[src/shared/cas_regs.svh]
// Constants for the address, stack and branch core: opcodes, reset values, layout
`ifndef CAS_REGS_SVH
`define CAS_REGS_SVH

// Reset values
`define CAS_PC_RESET        16'h0000
`define CAS_SP_RESET        8'hff
`define CAS_STATUS_RESET    8'h00

// Page numbers that pin the upper address byte
`define CAS_ZERO_PAGE       8'h00
`define CAS_STACK_PAGE      8'h01

// Status register field position
`define CAS_ZERO_BIT        1

// Opcodes of load_accumulator
`define CAS_OP_LOAD_IMM     8'ha9
`define CAS_OP_LOAD_ZP      8'ha1
`define CAS_OP_LOAD_ABS     8'had
`define CAS_OP_LOAD_ABSX    8'ha2
`define CAS_OP_LOAD_ABSY    8'ha3
`define CAS_OP_LOAD_INDY    8'ha4
`define CAS_OP_LOAD_XIND    8'ha6
// Opcodes of store_accumulator
`define CAS_OP_STORE_ZP     8'h81
`define CAS_OP_STORE_ABS    8'h8d
`define CAS_OP_STORE_ABSX   8'h82
`define CAS_OP_STORE_ABSY   8'h83
`define CAS_OP_STORE_INDY   8'h84
`define CAS_OP_STORE_XIND   8'h86
// Index loads, immediate only
`define CAS_OP_LOAD_X_IMM   8'hc1
`define CAS_OP_LOAD_Y_IMM   8'hc2
// Implied stack instructions
`define CAS_OP_PUSH_ACC     8'h40
`define CAS_OP_PULL_ACC     8'h41
`define CAS_OP_PUSH_STATUS  8'h42
`define CAS_OP_PULL_STATUS  8'h43
// Conditional branches
`define CAS_OP_BR_ZERO      8'h50
`define CAS_OP_BR_NONZERO   8'h51

`endif

[src/shared/cas_pkg.sv]
// Types and opcode decoding shared by the address, stack and branch core
`include "cas_regs.svh"

package cas_pkg;

   // Instruction classes
   typedef enum logic [2:0] {
      CAS_K_NOP, CAS_K_LOAD, CAS_K_STORE, CAS_K_PUSH, CAS_K_PULL, CAS_K_BRANCH
   } cas_kind_t;

   // Addressing modes
   typedef enum logic [2:0] {
      CAS_M_IMP, CAS_M_IMM, CAS_M_ZP, CAS_M_ABS, CAS_M_ABSX, CAS_M_ABSY, CAS_M_INDY, CAS_M_XIND
   } cas_mode_t;

   // Register that an instruction reads or fills
   typedef enum logic [1:0] {CAS_R_A, CAS_R_X, CAS_R_Y, CAS_R_P} cas_reg_sel_t;

   // One decoded instruction
   typedef struct packed {
      cas_kind_t    kind;
      cas_mode_t    mode;
      cas_reg_sel_t sel;
      logic         br_on_set;
   } cas_instr_t;

   // Sequencer states, one-hot
   typedef enum logic [7:0] {
      CAS_S_FETCH  = 8'h01,
      CAS_S_IMM    = 8'h02,
      CAS_S_OPLO   = 8'h04,
      CAS_S_OPHI   = 8'h08,
      CAS_S_PTRLO  = 8'h10,
      CAS_S_PTRHI  = 8'h20,
      CAS_S_EXEC   = 8'h40,
      CAS_S_STACK  = 8'h80
   } cas_state_t;

   // Opcode byte to decoded form; anything unknown is a one-byte no-op
   function automatic cas_instr_t cas_decode(input logic [7:0] opc);
      cas_instr_t d;
      d = '{kind: CAS_K_NOP, mode: CAS_M_IMP, sel: CAS_R_A, br_on_set: 1'b0};
      case (opc)
         `CAS_OP_LOAD_IMM:    d = '{CAS_K_LOAD,   CAS_M_IMM,  CAS_R_A, 1'b0};
         `CAS_OP_LOAD_ZP:     d = '{CAS_K_LOAD,   CAS_M_ZP,   CAS_R_A, 1'b0};
         `CAS_OP_LOAD_ABS:    d = '{CAS_K_LOAD,   CAS_M_ABS,  CAS_R_A, 1'b0};
         `CAS_OP_LOAD_ABSX:   d = '{CAS_K_LOAD,   CAS_M_ABSX, CAS_R_A, 1'b0};
         `CAS_OP_LOAD_ABSY:   d = '{CAS_K_LOAD,   CAS_M_ABSY, CAS_R_A, 1'b0};
         `CAS_OP_LOAD_INDY:   d = '{CAS_K_LOAD,   CAS_M_INDY, CAS_R_A, 1'b0};
         `CAS_OP_LOAD_XIND:   d = '{CAS_K_LOAD,   CAS_M_XIND, CAS_R_A, 1'b0};
         `CAS_OP_STORE_ZP:    d = '{CAS_K_STORE,  CAS_M_ZP,   CAS_R_A, 1'b0};
         `CAS_OP_STORE_ABS:   d = '{CAS_K_STORE,  CAS_M_ABS,  CAS_R_A, 1'b0};
         `CAS_OP_STORE_ABSX:  d = '{CAS_K_STORE,  CAS_M_ABSX, CAS_R_A, 1'b0};
         `CAS_OP_STORE_ABSY:  d = '{CAS_K_STORE,  CAS_M_ABSY, CAS_R_A, 1'b0};
         `CAS_OP_STORE_INDY:  d = '{CAS_K_STORE,  CAS_M_INDY, CAS_R_A, 1'b0};
         `CAS_OP_STORE_XIND:  d = '{CAS_K_STORE,  CAS_M_XIND, CAS_R_A, 1'b0};
         `CAS_OP_LOAD_X_IMM:  d = '{CAS_K_LOAD,   CAS_M_IMM,  CAS_R_X, 1'b0};
         `CAS_OP_LOAD_Y_IMM:  d = '{CAS_K_LOAD,   CAS_M_IMM,  CAS_R_Y, 1'b0};
         `CAS_OP_PUSH_ACC:    d = '{CAS_K_PUSH,   CAS_M_IMP,  CAS_R_A, 1'b0};
         `CAS_OP_PULL_ACC:    d = '{CAS_K_PULL,   CAS_M_IMP,  CAS_R_A, 1'b0};
         `CAS_OP_PUSH_STATUS: d = '{CAS_K_PUSH,   CAS_M_IMP,  CAS_R_P, 1'b0};
         `CAS_OP_PULL_STATUS: d = '{CAS_K_PULL,   CAS_M_IMP,  CAS_R_P, 1'b0};
         `CAS_OP_BR_ZERO:     d = '{CAS_K_BRANCH, CAS_M_IMM,  CAS_R_P, 1'b1};
         `CAS_OP_BR_NONZERO:  d = '{CAS_K_BRANCH, CAS_M_IMM,  CAS_R_P, 1'b0};
         default:             d = '{CAS_K_NOP,    CAS_M_IMP,  CAS_R_A, 1'b0};
      endcase
      return d;
   endfunction

endpackage

[src/core/cas_agen.sv]
// Effective address former for zero page, absolute indexed and indirect modes
`timescale 1ns/100ps
`include "cas_regs.svh"

module cas_agen (
   // Mode and operands
   input  wire cas_pkg::cas_mode_t mode_i,
   input  wire logic [7:0]         base_lo_i,
   input  wire logic [7:0]         base_hi_i,
   input  wire logic [7:0]         x_i,
   input  wire logic [7:0]         y_i,
   // Results
   output logic [7:0]              zp_ptr_o,
   output logic [7:0]              zp_ptr_hi_o,
   output logic [15:0]             ea_o
);
   import cas_pkg::*;

   logic [7:0] index;

   // Index picked by mode; indirect indexed only ever uses Y
   always_comb begin
      case (mode_i)
         CAS_M_ABSX: index = x_i;
         CAS_M_ABSY: index = y_i;
         CAS_M_INDY: index = y_i;
         default:    index = 8'h00;
      endcase
   end

   // Pointer location in page zero; the 8-bit sum wraps without a carry out
   always_comb begin
      if (mode_i == CAS_M_XIND) begin
         zp_ptr_o = 8'(base_lo_i + x_i);
      end else begin
         zp_ptr_o = base_lo_i;
      end
      zp_ptr_hi_o = 8'(zp_ptr_o + 8'h01);
   end

   // Full 16-bit sum; a carry crosses into the next page
   always_comb begin
      if (mode_i == CAS_M_ZP) begin
         ea_o = {`CAS_ZERO_PAGE, base_lo_i};
      end else begin
         ea_o = 16'({base_hi_i, base_lo_i} + {8'h00, index});
      end
   end

endmodule // cas_agen

[src/core/cas_core.sv]
// Core sequencer: operand fetch, address modes, page-one stack and zero-flag branches
`timescale 1ns/100ps
`include "cas_regs.svh"

module cas_core #(
   parameter int unsigned DATA_W   = 8,
   parameter logic [15:0] RESET_PC = `CAS_PC_RESET
) (
   // Clock and reset
   input  wire logic        clk_i,
   input  wire logic        rst_i,
   // Memory port, asynchronous read of mem_addr_o
   input  wire logic [7:0]  mem_rdata_i,
   output logic [15:0]      mem_addr_o,
   output logic [7:0]       mem_wdata_o,
   output logic             mem_we_o,
   output logic             mem_re_o,
   // Observation of processor state
   output logic             sync_o,
   output logic [15:0]      pc_o,
   output logic [7:0]       acc_o,
   output logic [7:0]       x_o,
   output logic [7:0]       y_o,
   output logic [7:0]       sp_o,
   output logic [7:0]       status_o
);
   import cas_pkg::*;

   // The datapath is byte wide by construction
   if (DATA_W != 8) begin : g_width_check
      $error("cas_core supports DATA_W of 8 only");
   end

   // Architectural registers
   logic [15:0] pc_reg,     pc_next;
   logic [7:0]  acc_reg,    acc_next;
   logic [7:0]  x_reg,      x_next;
   logic [7:0]  y_reg,      y_next;
   logic [7:0]  sp_reg,     sp_next;
   logic [7:0]  status_reg, status_next;
   // Sequencer and operand holding
   cas_state_t  state_reg,  state_next;
   cas_instr_t  instr_reg,  instr_next;
   logic [7:0]  lo_reg,     lo_next;
   logic [7:0]  ptr_reg,    ptr_next;
   // Registered bus drive
   logic [15:0] mem_addr_reg,  mem_addr_next;
   logic [7:0]  mem_wdata_reg, mem_wdata_next;
   logic        mem_we_reg,    mem_we_next;
   logic        mem_re_reg,    mem_re_next;

   // Address former outputs and helpers
   cas_instr_t  fetched;
   cas_mode_t   agen_mode;
   logic [7:0]  agen_lo;
   logic [7:0]  agen_hi;
   logic [7:0]  zp_ptr;
   logic [7:0]  zp_ptr_hi;
   logic [15:0] ea;
   logic [15:0] pc_inc;
   logic [15:0] br_target;
   logic        br_take;

   // Stack address: the pointer is only the low byte
   function automatic logic [15:0] stack_addr(input logic [7:0] sp);
      return {`CAS_STACK_PAGE, sp};
   endfunction

   // Zero flag folded into a status byte
   function automatic logic [7:0] with_zero(input logic [7:0] st, input logic [7:0] res);
      logic [7:0] r;
      r = st;
      r[`CAS_ZERO_BIT] = (res == 8'h00);
      return r;
   endfunction

   assign fetched = cas_decode(mem_rdata_i);
   assign pc_inc  = 16'(pc_reg + 16'h0001);

   // Operand selection for the address former; the live byte is the high half in OPHI and PTRHI
   always_comb begin
      agen_mode = instr_reg.mode;
      agen_lo   = lo_reg;
      agen_hi   = mem_rdata_i;
      if (state_reg == CAS_S_OPLO) begin
         agen_lo = mem_rdata_i;
         agen_hi = 8'h00;
      end
      if (state_reg == CAS_S_PTRHI && instr_reg.mode == CAS_M_XIND) begin
         agen_mode = CAS_M_ABS;
      end
   end

   cas_agen u_agen (
      .mode_i      (agen_mode),
      .base_lo_i   (agen_lo),
      .base_hi_i   (agen_hi),
      .x_i         (x_reg),
      .y_i         (y_reg),
      .zp_ptr_o    (zp_ptr),
      .zp_ptr_hi_o (zp_ptr_hi),
      .ea_o        (ea)
   );

   // Branch decision looks only at the live status byte, never at a saved result
   always_comb begin
      if (instr_reg.br_on_set) begin
         br_take = status_reg[`CAS_ZERO_BIT];
      end else begin
         br_take = !status_reg[`CAS_ZERO_BIT];
      end
      // Offset counts from the byte after the offset, sign extended
      br_target = 16'(pc_inc + {{8{mem_rdata_i[7]}}, mem_rdata_i});
   end

   // Sequencer: each state consumes the byte read at the address set on entry
   always_comb begin
      state_next     = state_reg;
      instr_next     = instr_reg;
      pc_next        = pc_reg;
      acc_next       = acc_reg;
      x_next         = x_reg;
      y_next         = y_reg;
      sp_next        = sp_reg;
      status_next    = status_reg;
      lo_next        = lo_reg;
      ptr_next       = ptr_reg;
      mem_addr_next  = mem_addr_reg;
      mem_wdata_next = mem_wdata_reg;
      mem_we_next    = 1'b0;
      mem_re_next    = 1'b1;
      case (state_reg)
         CAS_S_FETCH: begin
            instr_next    = fetched;
            pc_next       = pc_inc;
            mem_addr_next = pc_inc;
            case (fetched.kind)
               CAS_K_PUSH: begin
                  // Implied: no operand byte, write goes at the free slot
                  mem_addr_next  = stack_addr(sp_reg);
                  mem_wdata_next = (fetched.sel == CAS_R_P) ? status_reg : acc_reg;
                  mem_we_next    = 1'b1;
                  mem_re_next    = 1'b0;
                  state_next     = CAS_S_STACK;
               end
               CAS_K_PULL: begin
                  // Pointer moves first, then the read uses the new value
                  sp_next       = 8'(sp_reg + 8'h01);
                  mem_addr_next = stack_addr(8'(sp_reg + 8'h01));
                  state_next    = CAS_S_STACK;
               end
               CAS_K_LOAD, CAS_K_BRANCH: begin
                  state_next = (fetched.mode == CAS_M_IMM) ? CAS_S_IMM : CAS_S_OPLO;
               end
               CAS_K_STORE: begin
                  state_next = CAS_S_OPLO;
               end
               default: begin
                  state_next = CAS_S_FETCH;
               end
            endcase
         end
         CAS_S_IMM: begin
            pc_next       = pc_inc;
            mem_addr_next = pc_inc;
            state_next    = CAS_S_FETCH;
            if (instr_reg.kind == CAS_K_BRANCH) begin
               // Not taken: fall through to the next opcode, nothing else moves
               if (br_take) begin
                  pc_next       = br_target;
                  mem_addr_next = br_target;
               end
            end else begin
               case (instr_reg.sel)
                  CAS_R_X: x_next   = mem_rdata_i;
                  CAS_R_Y: y_next   = mem_rdata_i;
                  default: acc_next = mem_rdata_i;
               endcase
               status_next = with_zero(status_reg, mem_rdata_i);
            end
         end
         CAS_S_OPLO: begin
            // Low byte of any address operand arrives first
            lo_next = mem_rdata_i;
            pc_next = pc_inc;
            case (instr_reg.mode)
               CAS_M_ZP: begin
                  mem_addr_next = ea;
                  state_next    = CAS_S_EXEC;
               end
               CAS_M_INDY, CAS_M_XIND: begin
                  ptr_next      = zp_ptr;
                  mem_addr_next = {`CAS_ZERO_PAGE, zp_ptr};
                  state_next    = CAS_S_PTRLO;
               end
               default: begin
                  mem_addr_next = pc_inc;
                  state_next    = CAS_S_OPHI;
               end
            endcase
         end
         CAS_S_OPHI: begin
            // High byte completes the base; the index rides on it
            pc_next       = pc_inc;
            mem_addr_next = ea;
            state_next    = CAS_S_EXEC;
         end
         CAS_S_PTRLO: begin
            lo_next       = mem_rdata_i;
            mem_addr_next = {`CAS_ZERO_PAGE, 8'(ptr_reg + 8'h01)};
            state_next    = CAS_S_PTRHI;
         end
         CAS_S_PTRHI: begin
            mem_addr_next = ea;
            state_next    = CAS_S_EXEC;
         end
         CAS_S_EXEC: begin
            // Loads were reading the operand; stores were writing it
            if (instr_reg.kind == CAS_K_LOAD) begin
               acc_next    = mem_rdata_i;
               status_next = with_zero(status_reg, mem_rdata_i);
            end
            mem_addr_next = pc_reg;
            state_next    = CAS_S_FETCH;
         end
         CAS_S_STACK: begin
            if (instr_reg.kind == CAS_K_PUSH) begin
               sp_next = 8'(sp_reg - 8'h01);
            end else if (instr_reg.sel == CAS_R_P) begin
               status_next = mem_rdata_i;
            end else begin
               acc_next    = mem_rdata_i;
               status_next = with_zero(status_reg, mem_rdata_i);
            end
            mem_addr_next = pc_reg;
            state_next    = CAS_S_FETCH;
         end
         default: begin
            mem_addr_next = pc_reg;
            state_next    = CAS_S_FETCH;
         end
      endcase
      // Entering EXEC for a store drives the accumulator out
      if (state_next == CAS_S_EXEC && instr_reg.kind == CAS_K_STORE) begin
         mem_wdata_next = acc_reg;
         mem_we_next    = 1'b1;
         mem_re_next    = 1'b0;
      end
   end

   // Sequencer state and decoded instruction
   always_ff @(posedge clk_i) begin
      if (rst_i) begin
         state_reg <= CAS_S_FETCH;
         instr_reg <= '{kind: CAS_K_NOP, mode: CAS_M_IMP, sel: CAS_R_A, br_on_set: 1'b0};
         lo_reg    <= 8'h00;
         ptr_reg   <= 8'h00;
      end else begin
         state_reg <= state_next;
         instr_reg <= instr_next;
         lo_reg    <= lo_next;
         ptr_reg   <= ptr_next;
      end
   end

   // Program counter and working registers
   always_ff @(posedge clk_i) begin
      if (rst_i) begin
         pc_reg  <= RESET_PC;
         acc_reg <= 8'h00;
         x_reg   <= 8'h00;
         y_reg   <= 8'h00;
      end else begin
         pc_reg  <= pc_next;
         acc_reg <= acc_next;
         x_reg   <= x_next;
         y_reg   <= y_next;
      end
   end

   // Stack pointer and status; the pointer starts at the top of page one
   always_ff @(posedge clk_i) begin
      if (rst_i) begin
         sp_reg     <= `CAS_SP_RESET;
         status_reg <= `CAS_STATUS_RESET;
      end else begin
         sp_reg     <= sp_next;
         status_reg <= status_next;
      end
   end

   // Bus drive is registered so the memory sees clean address and strobes
   always_ff @(posedge clk_i) begin
      if (rst_i) begin
         mem_addr_reg  <= RESET_PC;
         mem_wdata_reg <= 8'h00;
         mem_we_reg    <= 1'b0;
         mem_re_reg    <= 1'b1;
      end else begin
         mem_addr_reg  <= mem_addr_next;
         mem_wdata_reg <= mem_wdata_next;
         mem_we_reg    <= mem_we_next;
         mem_re_reg    <= mem_re_next;
      end
   end

   // Outputs
   assign mem_addr_o  = mem_addr_reg;
   assign mem_wdata_o = mem_wdata_reg;
   assign mem_we_o    = mem_we_reg;
   assign mem_re_o    = mem_re_reg;
   assign sync_o      = (state_reg == CAS_S_FETCH);
   assign pc_o        = pc_reg;
   assign acc_o       = acc_reg;
   assign x_o         = x_reg;
   assign y_o         = y_reg;
   assign sp_o        = sp_reg;
   assign status_o    = status_reg;

endmodule // cas_core

[config.mk]
export PLATFORM = sky130hd
export DESIGN_NAME = cas_core
export DESIGN_NICKNAME = d
export VERILOG_FILES = /design/src/shared/cas_pkg.sv /design/src/core/cas_agen.sv /design/src/core/cas_core.sv
export VERILOG_INCLUDE_DIRS = /design/src /design/src/shared
export SDC_FILE = /design/constraint.sdc
export NUM_CORES = 1
export LEC_CHECK = 0
export ABC_CLOCK_PERIOD_IN_PS = 3850
export BUFFER_PORTS_ARGS = -buffer_cell sky130_fd_sc_hd__clkbuf_2
export CAP_MARGIN = 20
export CORE_AREA = 2 2 167 169
export DETAILED_ROUTE_END_ITERATION = 10
export DIE_AREA = 0 0 169 171
export GPL_TIMING_DRIVEN = 0
export PLACE_DENSITY = 0.54
export SLEW_MARGIN = 15
export SYNTH_ARGS = -nofsm -noshare
export SYNTH_HDL_FRONTEND = slang
export SYNTH_SLANG_ARGS = --single-unit
[constraint.sdc]
create_clock -name clk_i -period 3.85 [get_ports clk_i]
set_input_delay 0.77 -clock clk_i [delete_from_list [all_inputs] [get_ports clk_i]]
set_output_delay 0.77 -clock clk_i [all_outputs]
set_load 0.1 [all_outputs]
Word-level counts from Yosys, hierarchy flattened. Index checks and enable logic that the tools add are counted. Widths: inputs -> output; s select.

Register bits: 115. Memories: 0. Bits in writable memories: 0. Latch bits: 0. Output and inout port bits: 83. Logic and storage cells: 155. Bits in read-only memories: 0.

Shifts and indexed selects: 0. Div/mod/pow operators: 0. $lt $le $gt $ge: 0. Bitwise gates (word level): 4. $add $sub $neg: 7. Multiplexer cells: 42. Reduce and logical (&&, ||, !) cells: 25. Equal/unequal tests: 59. Multipliers: 0.

Operator list (count): $pmux 9 s21 (1); $eq 8x8->1 const B (16); $mux 8 (16); $pmux 16 s2 (3); $pmux 16 s5 (1); $pmux 8 s3 (3); $eq 8x7->1 const B (8); $mux 16 (3); $pmux 8 s2 (2); $pmux 8 s4 (1); $eq 3x3->1 const B (9); $eq 3x2->1 const B (6); $add 16x1->16 const B (1); $add 16x16->16 (1); $add 16x8->16 (1); $add 8x1->8 const B (2); $pmux 7 s2 (1); $reduce_or 2->1 (7); $ne 2x2->1 const B (6); $eq 3x1->1 const B (3); $reduce_and 3->1 (3); $add 8x8->8 (1); $eq 8x1->1 const B (1); $eq 8x2->1 const B (1); other kinds (22) (40).

Logic depth before layout (Yosys ltp). Gate-level depths: netlist of run 1.

Word-level depth: 10. Gate-level depth with buffers: 17. Mapped depth without buffers: 15.

By module. A second synthesis of run 1 with hierarchy kept.

Cell total of the unflattened synthesis: 1125. Area, all modules: 8567.0 um^2.

By module, submodules not included: cas_core (seq. area each 2302.2 um^2, area an instance 7144.4 um^2, cells each 912, times used 1); cas_agen (seq. area each 0.0 um^2, area an instance 1422.6 um^2, cells each 213, times used 1).

Least setup slack after synthesis of run 1. OpenSTA, ideal clock, no wires.

Kind: register -> register. From: register pc_reg[0], in the netlist pc_o[0]. To: register mem_addr_reg[15], in the netlist mem_addr_o[15]. Slack: -0.156 ns. Library setup time: 0.076 ns. Data required time: 3.774 ns. Arrival: 3.930 ns. Cell stages (with the launch flop): 16. Cell sequence: dfxtp_1 > ha_1 > clkbuf_1 > nand3_1 > nor2b_1 > xor2_1 > ha_1 > clkbuf_1 > a21o_1 > a31oi_1 > o22ai_1 > o41ai_2 > xnor2_1 > and3_1 > or3_1 > o21ai_0.

Longest elaborated chain between the ends: 5.

RTL lines: start: declaration (line cas_core.sv:35) `logic [15:0] pc_reg, pc_next;`; start signal: assignment (line cas_core.sv:274) `pc_reg <= pc_next;`; $add 16x1->16 * (line cas_core.sv:78) `assign pc_inc = 16'(pc_reg + 16'h0001);`; $add 16x16->16 (line cas_core.sv:113) `br_target = 16'(pc_inc + {{8{mem_rdata_i[7]}}, mem_rdata_i});`; $mux 16 (line cas_core.sv:169) `if (br_take) begin`; $mux 16 (line cas_core.sv:167) `if (instr_reg.kind == CAS_K_BRANCH) begin`; $pmux 16 s5 * (line cas_core.sv:132) `case (state_reg)`; end signal: assignment (line cas_core.sv:300) `mem_addr_reg <= mem_addr_next;`; end: declaration (line cas_core.sv:47) `logic [15:0] mem_addr_reg, mem_addr_next;`.

Every way passes the cells marked *; elsewhere a longest branch is shown, timed or not. A chain may end at the register's enable or synchronous reset.

Worst setup path after layout of run 1.
From: register state_reg[3]. To: register mem_addr_reg[13], in the netlist mem_addr_o[13].

Longest elaborated chain between the ends: 10.

RTL lines: start: declaration (line cas_core.sv:42) `cas_state_t state_reg, state_next;`; start signal: assignment (line cas_core.sv:259) `state_reg <= state_next;`; $eq 8x6->1 (line cas_core.sv:89, cas_core.sv:132); $logic_and 1x1->1 (line cas_core.sv:89) `if (state_reg == CAS_S_PTRHI && instr_reg.mode == CAS_M_XIND) begin`; $mux 3 (line cas_core.sv:89); $eq 3x3->1 (line cas_agen.sv:23) `case (mode_i)`; $reduce_or 2->1 (no line); $pmux 8 s2 (line cas_agen.sv:23); $add 16x8->16 (line cas_agen.sv:46) `ea_o = 16'({base_hi_i, base_lo_i} + {8'h00, index});`; $mux 16 (line cas_agen.sv:43) `if (mode_i == CAS_M_ZP) begin`; $pmux 16 s2 (line cas_core.sv:186) `case (instr_reg.mode)`; $pmux 16 s5 * (line cas_core.sv:132).

Marked as above.

==> reports/summary.txt, run 1 <==
status - finished, final reports clean
minimum clock period - 3.72 ns
All-Layer GR Usage - 20.7%
drt drc - 0
largest net degree at the start of global routing - 17
layout cells sized above 1 - 18.2%
DIE AREA - 28,900 µm²
first-pass GRT wire length - 45.7 mm
Post-DRT Antenna Nets - 0
pre-CTS setup slack - -0.825 ns
gp weighted congestion - 0.918
Antenna Cells - 0
Die Wd - 169 µm
vias in the first global route - 7,655
post-route setup slack - 0.132 ns
worst relative slew slack - 40.4%
Inserted Clock Buffers - 17
startpoint type of the worst setup path - register
critical path fanouts, max - 7
data arrival time of the worst path - 4.01 ns
Synth Area in Compound Gates - 21.7%
Area Overhead vs Synth - 22.2%
drt initial violations - 728
Mapped Cells - 1,029
ys async rst share - 0%
Initial Util - 29.5%
initial antenna violation count - 0
Clock Tree Buf Depth - 2
Port Buffers - 91
sequential fraction of the synthesis area - 28.6%
H-tree depth - 4
Reg2Reg Setup Slack - 0.13 ns
Post-synth EDFFs - 0
post-synthesis cell area - 8050 µm²
Setup violations, final - 0
top cells by count, synth - 143 x nor2_1, 115 x dfxtp_1, 75 x a21oi_1
post-synth top area share - 28.6%
Post-Synth Adder-Cell Area - 6.49%
Setup CP Type - register to register
row count - 61
fillers - 2,892
Worst-path clk slew - 0.06 ns
I/O pin cnt - 93
worst path required time - 4.14 ns
leading area contributor after synthesis - dfxtp_1
via count - 8,224
nets@finish - 1,194
worst hold path cell count - 2
Critical Path Sink Type - register
clk root buf - clkbuf_16
number of detailed-route iterations in the first pass - 7
power consumption - 3.25 mW
final max-slew violation count - 0
total global routing overflow - 0
worst clock skew - 0.0120 ns
Hold Worst Slack - 0.472 ns
hold endpoint - instr_reg[0]$_SDFFE_PP0P_
top_reg_cell synth - dfxtp_1
HPWL Detailed - 22.7 mm
synth warn - 0
Hold Path Class - register to register
syn_nets - 1,079
PD cells - 330 nW/µm²
area share of and/or/nand/nor cells after synthesis - 24.7%
Via density - 5.47
CTS tree - built
final wirelength - 30.0 mm
R2R depth - 15
Num Clock Sinks - 115
Avg Cell Area, Syn - 7.83 µm²
most common cell in the synthesized netlist - nor2_1
Post-CTS Hold Buffers - 0
Fin. Hold Viols - 0
DR WL/cell - 20.0 µm
worst r2r src - state_reg[3]$_SDFF_PP0_
f_max - 269 MHz
HP Start - instr_reg[0]$_SDFFE_PP0P_
Core Region - 27,300 µm²
multiplexer share of the synthesized area - 6.37%
Tcrit/Tclk final - 96.6%
post-synthesis share of cell area spent on xor and xnor gates - 6.96%
post-synth cell types - 78
max-capacitance violation count - 0
largest family of logic cells by synthesized area - simple AND/OR/NAND/NOR gates
Pleak - 4.00 nW
Peak VDD IR - 0.192 mV
Die Y - 171 µm
worst skew pair latency - 0.43 ns
Critical R2R Capture - mem_addr_o[13]$_SDFF_PP0_
main area contributors after synthesis - dfxtp_1 29%, nor2_1 6.7%, mux2i_1 6.1%, ha_1 5.7%, a21oi_1 4.7%
Worst-Margin Slew - 0.892 ns
Synth Register Bits - 115
stage by stage:
| step | instance area [µm²] | instances | util [%] | TNS, ns |
|---|---|---|---|---|
| after floorplan | 8060 | 1029 | - | 0 |
| after global placement | 8940 | 1466 | 32.7 | -8.01 |
| after detailed placement | 8940 | 1466 | 32.7 | -8.16 |
| after CTS | 9670 | 1500 | 35.4 | 0 |
| after global routing | 9840 | 1503 | 36.0 | -0.0257 |
| final | 9840 | 1503 | 36.0 | 0 |
how the worst max path moves through the flow:
stage                                  startpoint  slack [ns]                        end  cells past startpoint
after global routing      state_reg[5]$_SDFF_PP0_       -0.02   mem_addr_o[8]$_SDFF_PP0_                     15
after floorplan              pc_o[3]$_SDFFE_PP0P_        0.04  mem_addr_o[15]$_SDFF_PP0_                     14
after CTS                    pc_o[0]$_SDFFE_PP0P_       0.005  mem_addr_o[15]$_SDFF_PP0_                     15
final                     state_reg[3]$_SDFF_PP0_        0.13  mem_addr_o[13]$_SDFF_PP0_                     15
after detailed placement           mem_rdata_i[0]       -0.83  mem_addr_o[15]$_SDFF_PP0_                     14
after global placement             mem_rdata_i[0]       -0.81   mem_addr_o[8]$_SDFF_PP0_                     15
repair_timing:
item / CTS / global route
cloned: 0 / 1
endpoints found under the setup margin: 13 / 18
resized for setup: 28 / 31
pin swaps: 2 / 11
setup buffers: 3 / 5
routing by layer:
| metal | up-vias | GRT usage (%) | wire, µm |
|---|---|---|---|
| li1 | 3967 | - | - |
| met1 | 3828 | 28.3 | 13300 |
| met2 | 363 | 32.0 | 13400 |
| met3 | 66 | 3.22 | 2110 |
| met4 | 0 | 9.59 | 1190 |
| met5 | - | 0 | 0 |
area by class of cell:
type / instances / area, µm² / area share [%]
inverters: 29 / 110 / 1.12
plain buffers: 67 / 323 / 3.28
repair buffers: 100 / 541 / 5.49
clock buffers: 21 / 460 / 4.68
multi-input cells: 814 / 5540 / 56.3
well taps: 346 / 433 / 4.40
flip-flops and latches: 115 / 2310 / 23.4
clock inverters: 11 / 128 / 1.30
placed cells by master (no fill, tap or decap), types with 6 or more instances in the layout:
cell type | Yosys | final
a22oi_1 | 8 | 8
o21bai_1 | 7 | 7
and2_1 | 11 | 11
a21o_1 | 10 | 9
nor2b_1 | 8 | 8
o21ai_0 | 47 | 46
a31oi_1 | 17 | 16
ha_1 | 37 | 31
and3_1 | 13 | 13
a211oi_1 | 18 | 16
o211ai_1 | 9 | 9
xnor2_1 | 37 | 35
buf_2 | 9 | 8
nand2b_1 | 17 | 17
or3_1 | 6 | 6
mux2i_1 | 49 | 46
nor4_1 | 6 | 6
nand2_1 | 73 | 73
buf_4 | 1 | 10
nand4_1 | 7 | 7
nor3_1 | 25 | 25
o2111ai_1 | 10 | 8
nand3b_1 | 14 | 14
xor2_1 | 27 | 25
clkbuf_2 | 1 | 95
nor2_1 | 143 | 143
inv_1 | 27 | 25
nand3_1 | 42 | 40
clkbuf_1 | 53 | 47
clkbuf_16 | 0 | 18
dfxtp_1 | 115 | 112
o22ai_1 | 9 | 9
a21oi_1 | 75 | 71
cells by family after synthesis:
group,Yosys count
AOI/OAI and AO/OA,264
muxes,51
buffers and inverters,100
xor gates and xnor gates,64
and+or+nand+nor,395
adders and majority gates,40
DFF,115
critical path: stages (launching register included):
cell and delay, ns:
dfxtp_1 0.29, buf_4 0.16, nor4_4 0.34, and3_1 0.23, buf_6 0.15, mux2i_4 0.28
inv_2 0.11, ha_1 0.30, a21oi_1 0.31, o2111ai_2 0.20, a31oi_2 0.29, nor2_1 0.13
nand4_1 0.12, xnor2_1 0.16, a222oi_1 0.38, a21oi_1 0.12
power breakdown:
part           switching (mW)  internal, mW  total, mW  leakage, nW
Combinational           0.312         0.110      0.423         2.79
Sequential             0.0169          1.21       1.22        0.929
Clock                   0.610         0.989       1.60        0.280
Power figures use the tool's default switching activity.
==> run 2, diff against run 1 <==
CORE_AREA = 2 2 172 174   (was 2 2 167 169)
DIE_AREA = 0 0 174 176   (was 0 0 169 171)
SYNTH_HIERARCHICAL = 1   (was unset)
==> reports/summary.txt, run 2 <==
status - finished with violations (was finished, final reports clean)
failing checks - setup timing
Inserted Clock Buffers - 17 (unchanged)
Via density - 5.59 (was 5.47)
worst clock skew - 0.0117 ns (was 0.0120 ns)
clk root buf - clkbuf_16 (unchanged)
largest net degree at the start of global routing - 17 (unchanged)
final max-slew violation count - 0 (unchanged)
total global routing overflow - 0 (unchanged)
Sw Share - 29.4% (was 28.9%)
gp weighted congestion - 0.953 (was 0.918)
HPWL Detailed - 24.5 mm (was 22.7 mm)
Comb pwr share - 13.4% (was 13.0%)
Critical Path Sink Type - register (unchanged)
Hold Path Class - register to register (unchanged)
layout cells sized above 1 - 25.2% (was 18.2%)
nets@finish - 1,304 (was 1,194)
Final Cell Area - 11,100 µm² (was 9840 µm²)
DIE AREA - 30,600 µm² (was 28,900 µm²)
Area Overhead vs Synth - 31.0% (was 22.2%)
Clock power frac - 51.3% (was 49.3%)
All-Layer GR Usage - 21.4% (was 20.7%)
Setup violations, final - 12 (was 0)
final cell count without fillers - 1,651 (was 1,503)
worst skew pair latency - 0.44 ns (was 0.43 ns)
Pleak - 4.28 nW (was 4.00 nW)
first-pass GRT wire length - 50.4 mm (was 45.7 mm)
syn_nets - 1,157 (was 1,079)
most frequent cells in the layout - 124 x nand2_1, 107 x dfxtp_1, 106 x nor2_1 (was 143 x nor2_1, 112 x dfxtp_1, 95 x clkbuf_2)
Die Wd - 174 µm (was 169 µm)
number of detailed-route iterations in the first pass - 5 (was 7)
initial antenna violation count - 0 (unchanged)
Clock Tree Buf Depth - 2 (unchanged)
Mapped Cells - 1,107 (was 1,029)
Setup CP Type - register to register (unchanged)
PD cells - 313 nW/µm² (was 330 nW/µm²)
Worst-Margin Slew - 1.17 ns (was 0.892 ns)
Num Clock Sinks - 115 (unchanged)
RSZ-0062 raised after global routing - yes
final wirelength - 33.5 mm (was 30.0 mm)
DR WL/cell - 20.3 µm (was 20.0 µm)
H-tree depth - 4 (unchanged)
data arrival time of the worst path - 4.53 ns (was 4.01 ns)
post-synthesis cell area - 8440 µm² (was 8050 µm²)
worst path required time - 4.19 ns (was 4.14 ns)
sequential power share - 35.3% (was 37.7%)
row count - 62 (was 61)
most common cell after layout, fill and taps aside - nand2_1 (was nor2_1)
worst relative slew slack - 21.9% (was 40.4%)
via count - 9,227 (was 8,224)
CTS tree - built (unchanged)
Die Y - 176 µm (was 171 µm)
Antenna Cells - 0 (unchanged)
drt drc - 0 (unchanged)
drt initial violations - 827 (was 728)
Post-DRT Antenna Nets - 0 (unchanged)
Avg Cell Area, Syn - 7.62 µm² (was 7.83 µm²)
f_max - 239 MHz (was 269 MHz)
critical path fanouts, max - 5 (was 7)
minimum clock period - 4.19 ns (was 3.72 ns)
synth warn - 6 (was 0)
I/O pin cnt - 93 (unchanged)
Peak VDD IR - 0.267 mV (was 0.192 mV)
Port Buffers - 91 (unchanged)
cell-internal power - 2.44 mW (was 2.31 mW)
Fin. Hold Viols - 0 (unchanged)
max-capacitance violation count - 0 (unchanged)
post-route setup slack - -0.342 ns (was 0.132 ns)
Net Sw Power - 1.02 mW (was 0.939 mW)
Placed Instances - 1,585 (was 1,466)
startpoint type of the worst setup path - register (unchanged)
DP Area - 9490 µm² (was 8940 µm²)
pre-CTS setup slack - -1.29 ns (was -0.825 ns)
Tcrit/Tclk final - 109% (was 96.6%)
Core Region - 28,500 µm² (was 27,300 µm²)
vias in the first global route - 8,557 (was 7,655)
Worst-path clk slew - 0.06 ns (about the same)
Initial Util - 29.6% (was 29.5%)
fillers - 3,045 (was 2,892)
-- run 2: worst paths after layout --
path / from / slack (ns) / depth (start not counted) / to
worst min register to register: lo_reg[3]$_SDFFE_PP0P_ / 0.46 / 2 / lo_reg[3]$_SDFFE_PP0P_
worst max register to register: state_reg[5]$_SDFF_PP0_ / -0.34 / 17 / mem_addr_o[12]$_SDFF_PP0_
worst max-delay path: state_reg[5]$_SDFF_PP0_ / -0.34 / 17 / mem_addr_o[12]$_SDFF_PP0_
worst min-delay path: lo_reg[3]$_SDFFE_PP0P_ / 0.46 / 2 / lo_reg[3]$_SDFFE_PP0P_
-- run 2: power by group through the flow --
stage	logic [mW]	clock network [mW]	registers (mW)
2_1_floorplan	0.224	0	1.32
3_3_place_gp	0.427	0	1.25
3_5_place_dp	0.429	0	1.25
4_1_cts	0.441	1.81	1.22
5_1_grt	0.488	1.86	1.22
6_report	0.464	1.77	1.22
-- run 2: layout make-up --
type                    instances  area [µm²]  share of cell area [%]
clock buffers                  19         443                    4.01
plain buffers                  61         319                    2.89
flip-flops and latches        115        2310                    20.9
multi-input cells             886        6330                    57.2
repair buffers                135         835                    7.55
clock inverters                13         195                    1.77
inverters                      38         143                    1.29
well taps                     384         480                    4.35
-- run 2: what timing repair did --
action	in CTS	in global routing
buffers inserted	28	17
resized for setup	93	63
hold buffers	0	0
setup endpoints to repair	20	22
pin swaps	62	49
-- run 2: metal layers --
layer / global-route usage [%] / routed length, µm / vias up
li1: - / - / 4346
met1: 27.9 / 14800 / 4431
met2: 35.3 / 15500 / 394
met3: 4.35 / 2470 / 56
met4: 6.83 / 782 / 0
met5: 0 / 0 / -
-- run 2: stage by stage --
stage	util, %	hold WS [ns]	setup TNS, ns	power, mW
floorplan	-	0.432	-0.197	1.55
global placement	33.1	0.440	-18.35	1.67
detailed placement	33.2	0.444	-15.28	1.67
CTS	37.6	0.462	-2.42	3.47
global route	38.7	0.485	-3.56	3.57
finish	38.7	0.462	-2.17	3.46
-- run 2: critical path: stages, from the launching register on --
cell	delay (ns)
dfxtp_4	0.34
or4_4	0.53
or3_4	0.39
clkbuf_16	0.18
o21ai_4	0.18
ha_4	0.17
inv_2	0.04
fa_2	0.34
nor2b_1	0.13
o21ai_1	0.11
a21o_1	0.21
a211o_4	0.36
or3_1	0.33
a21oi_2	0.17
nor2_1	0.07
o21ai_1	0.17
a221oi_2	0.10
a221oi_2	0.28
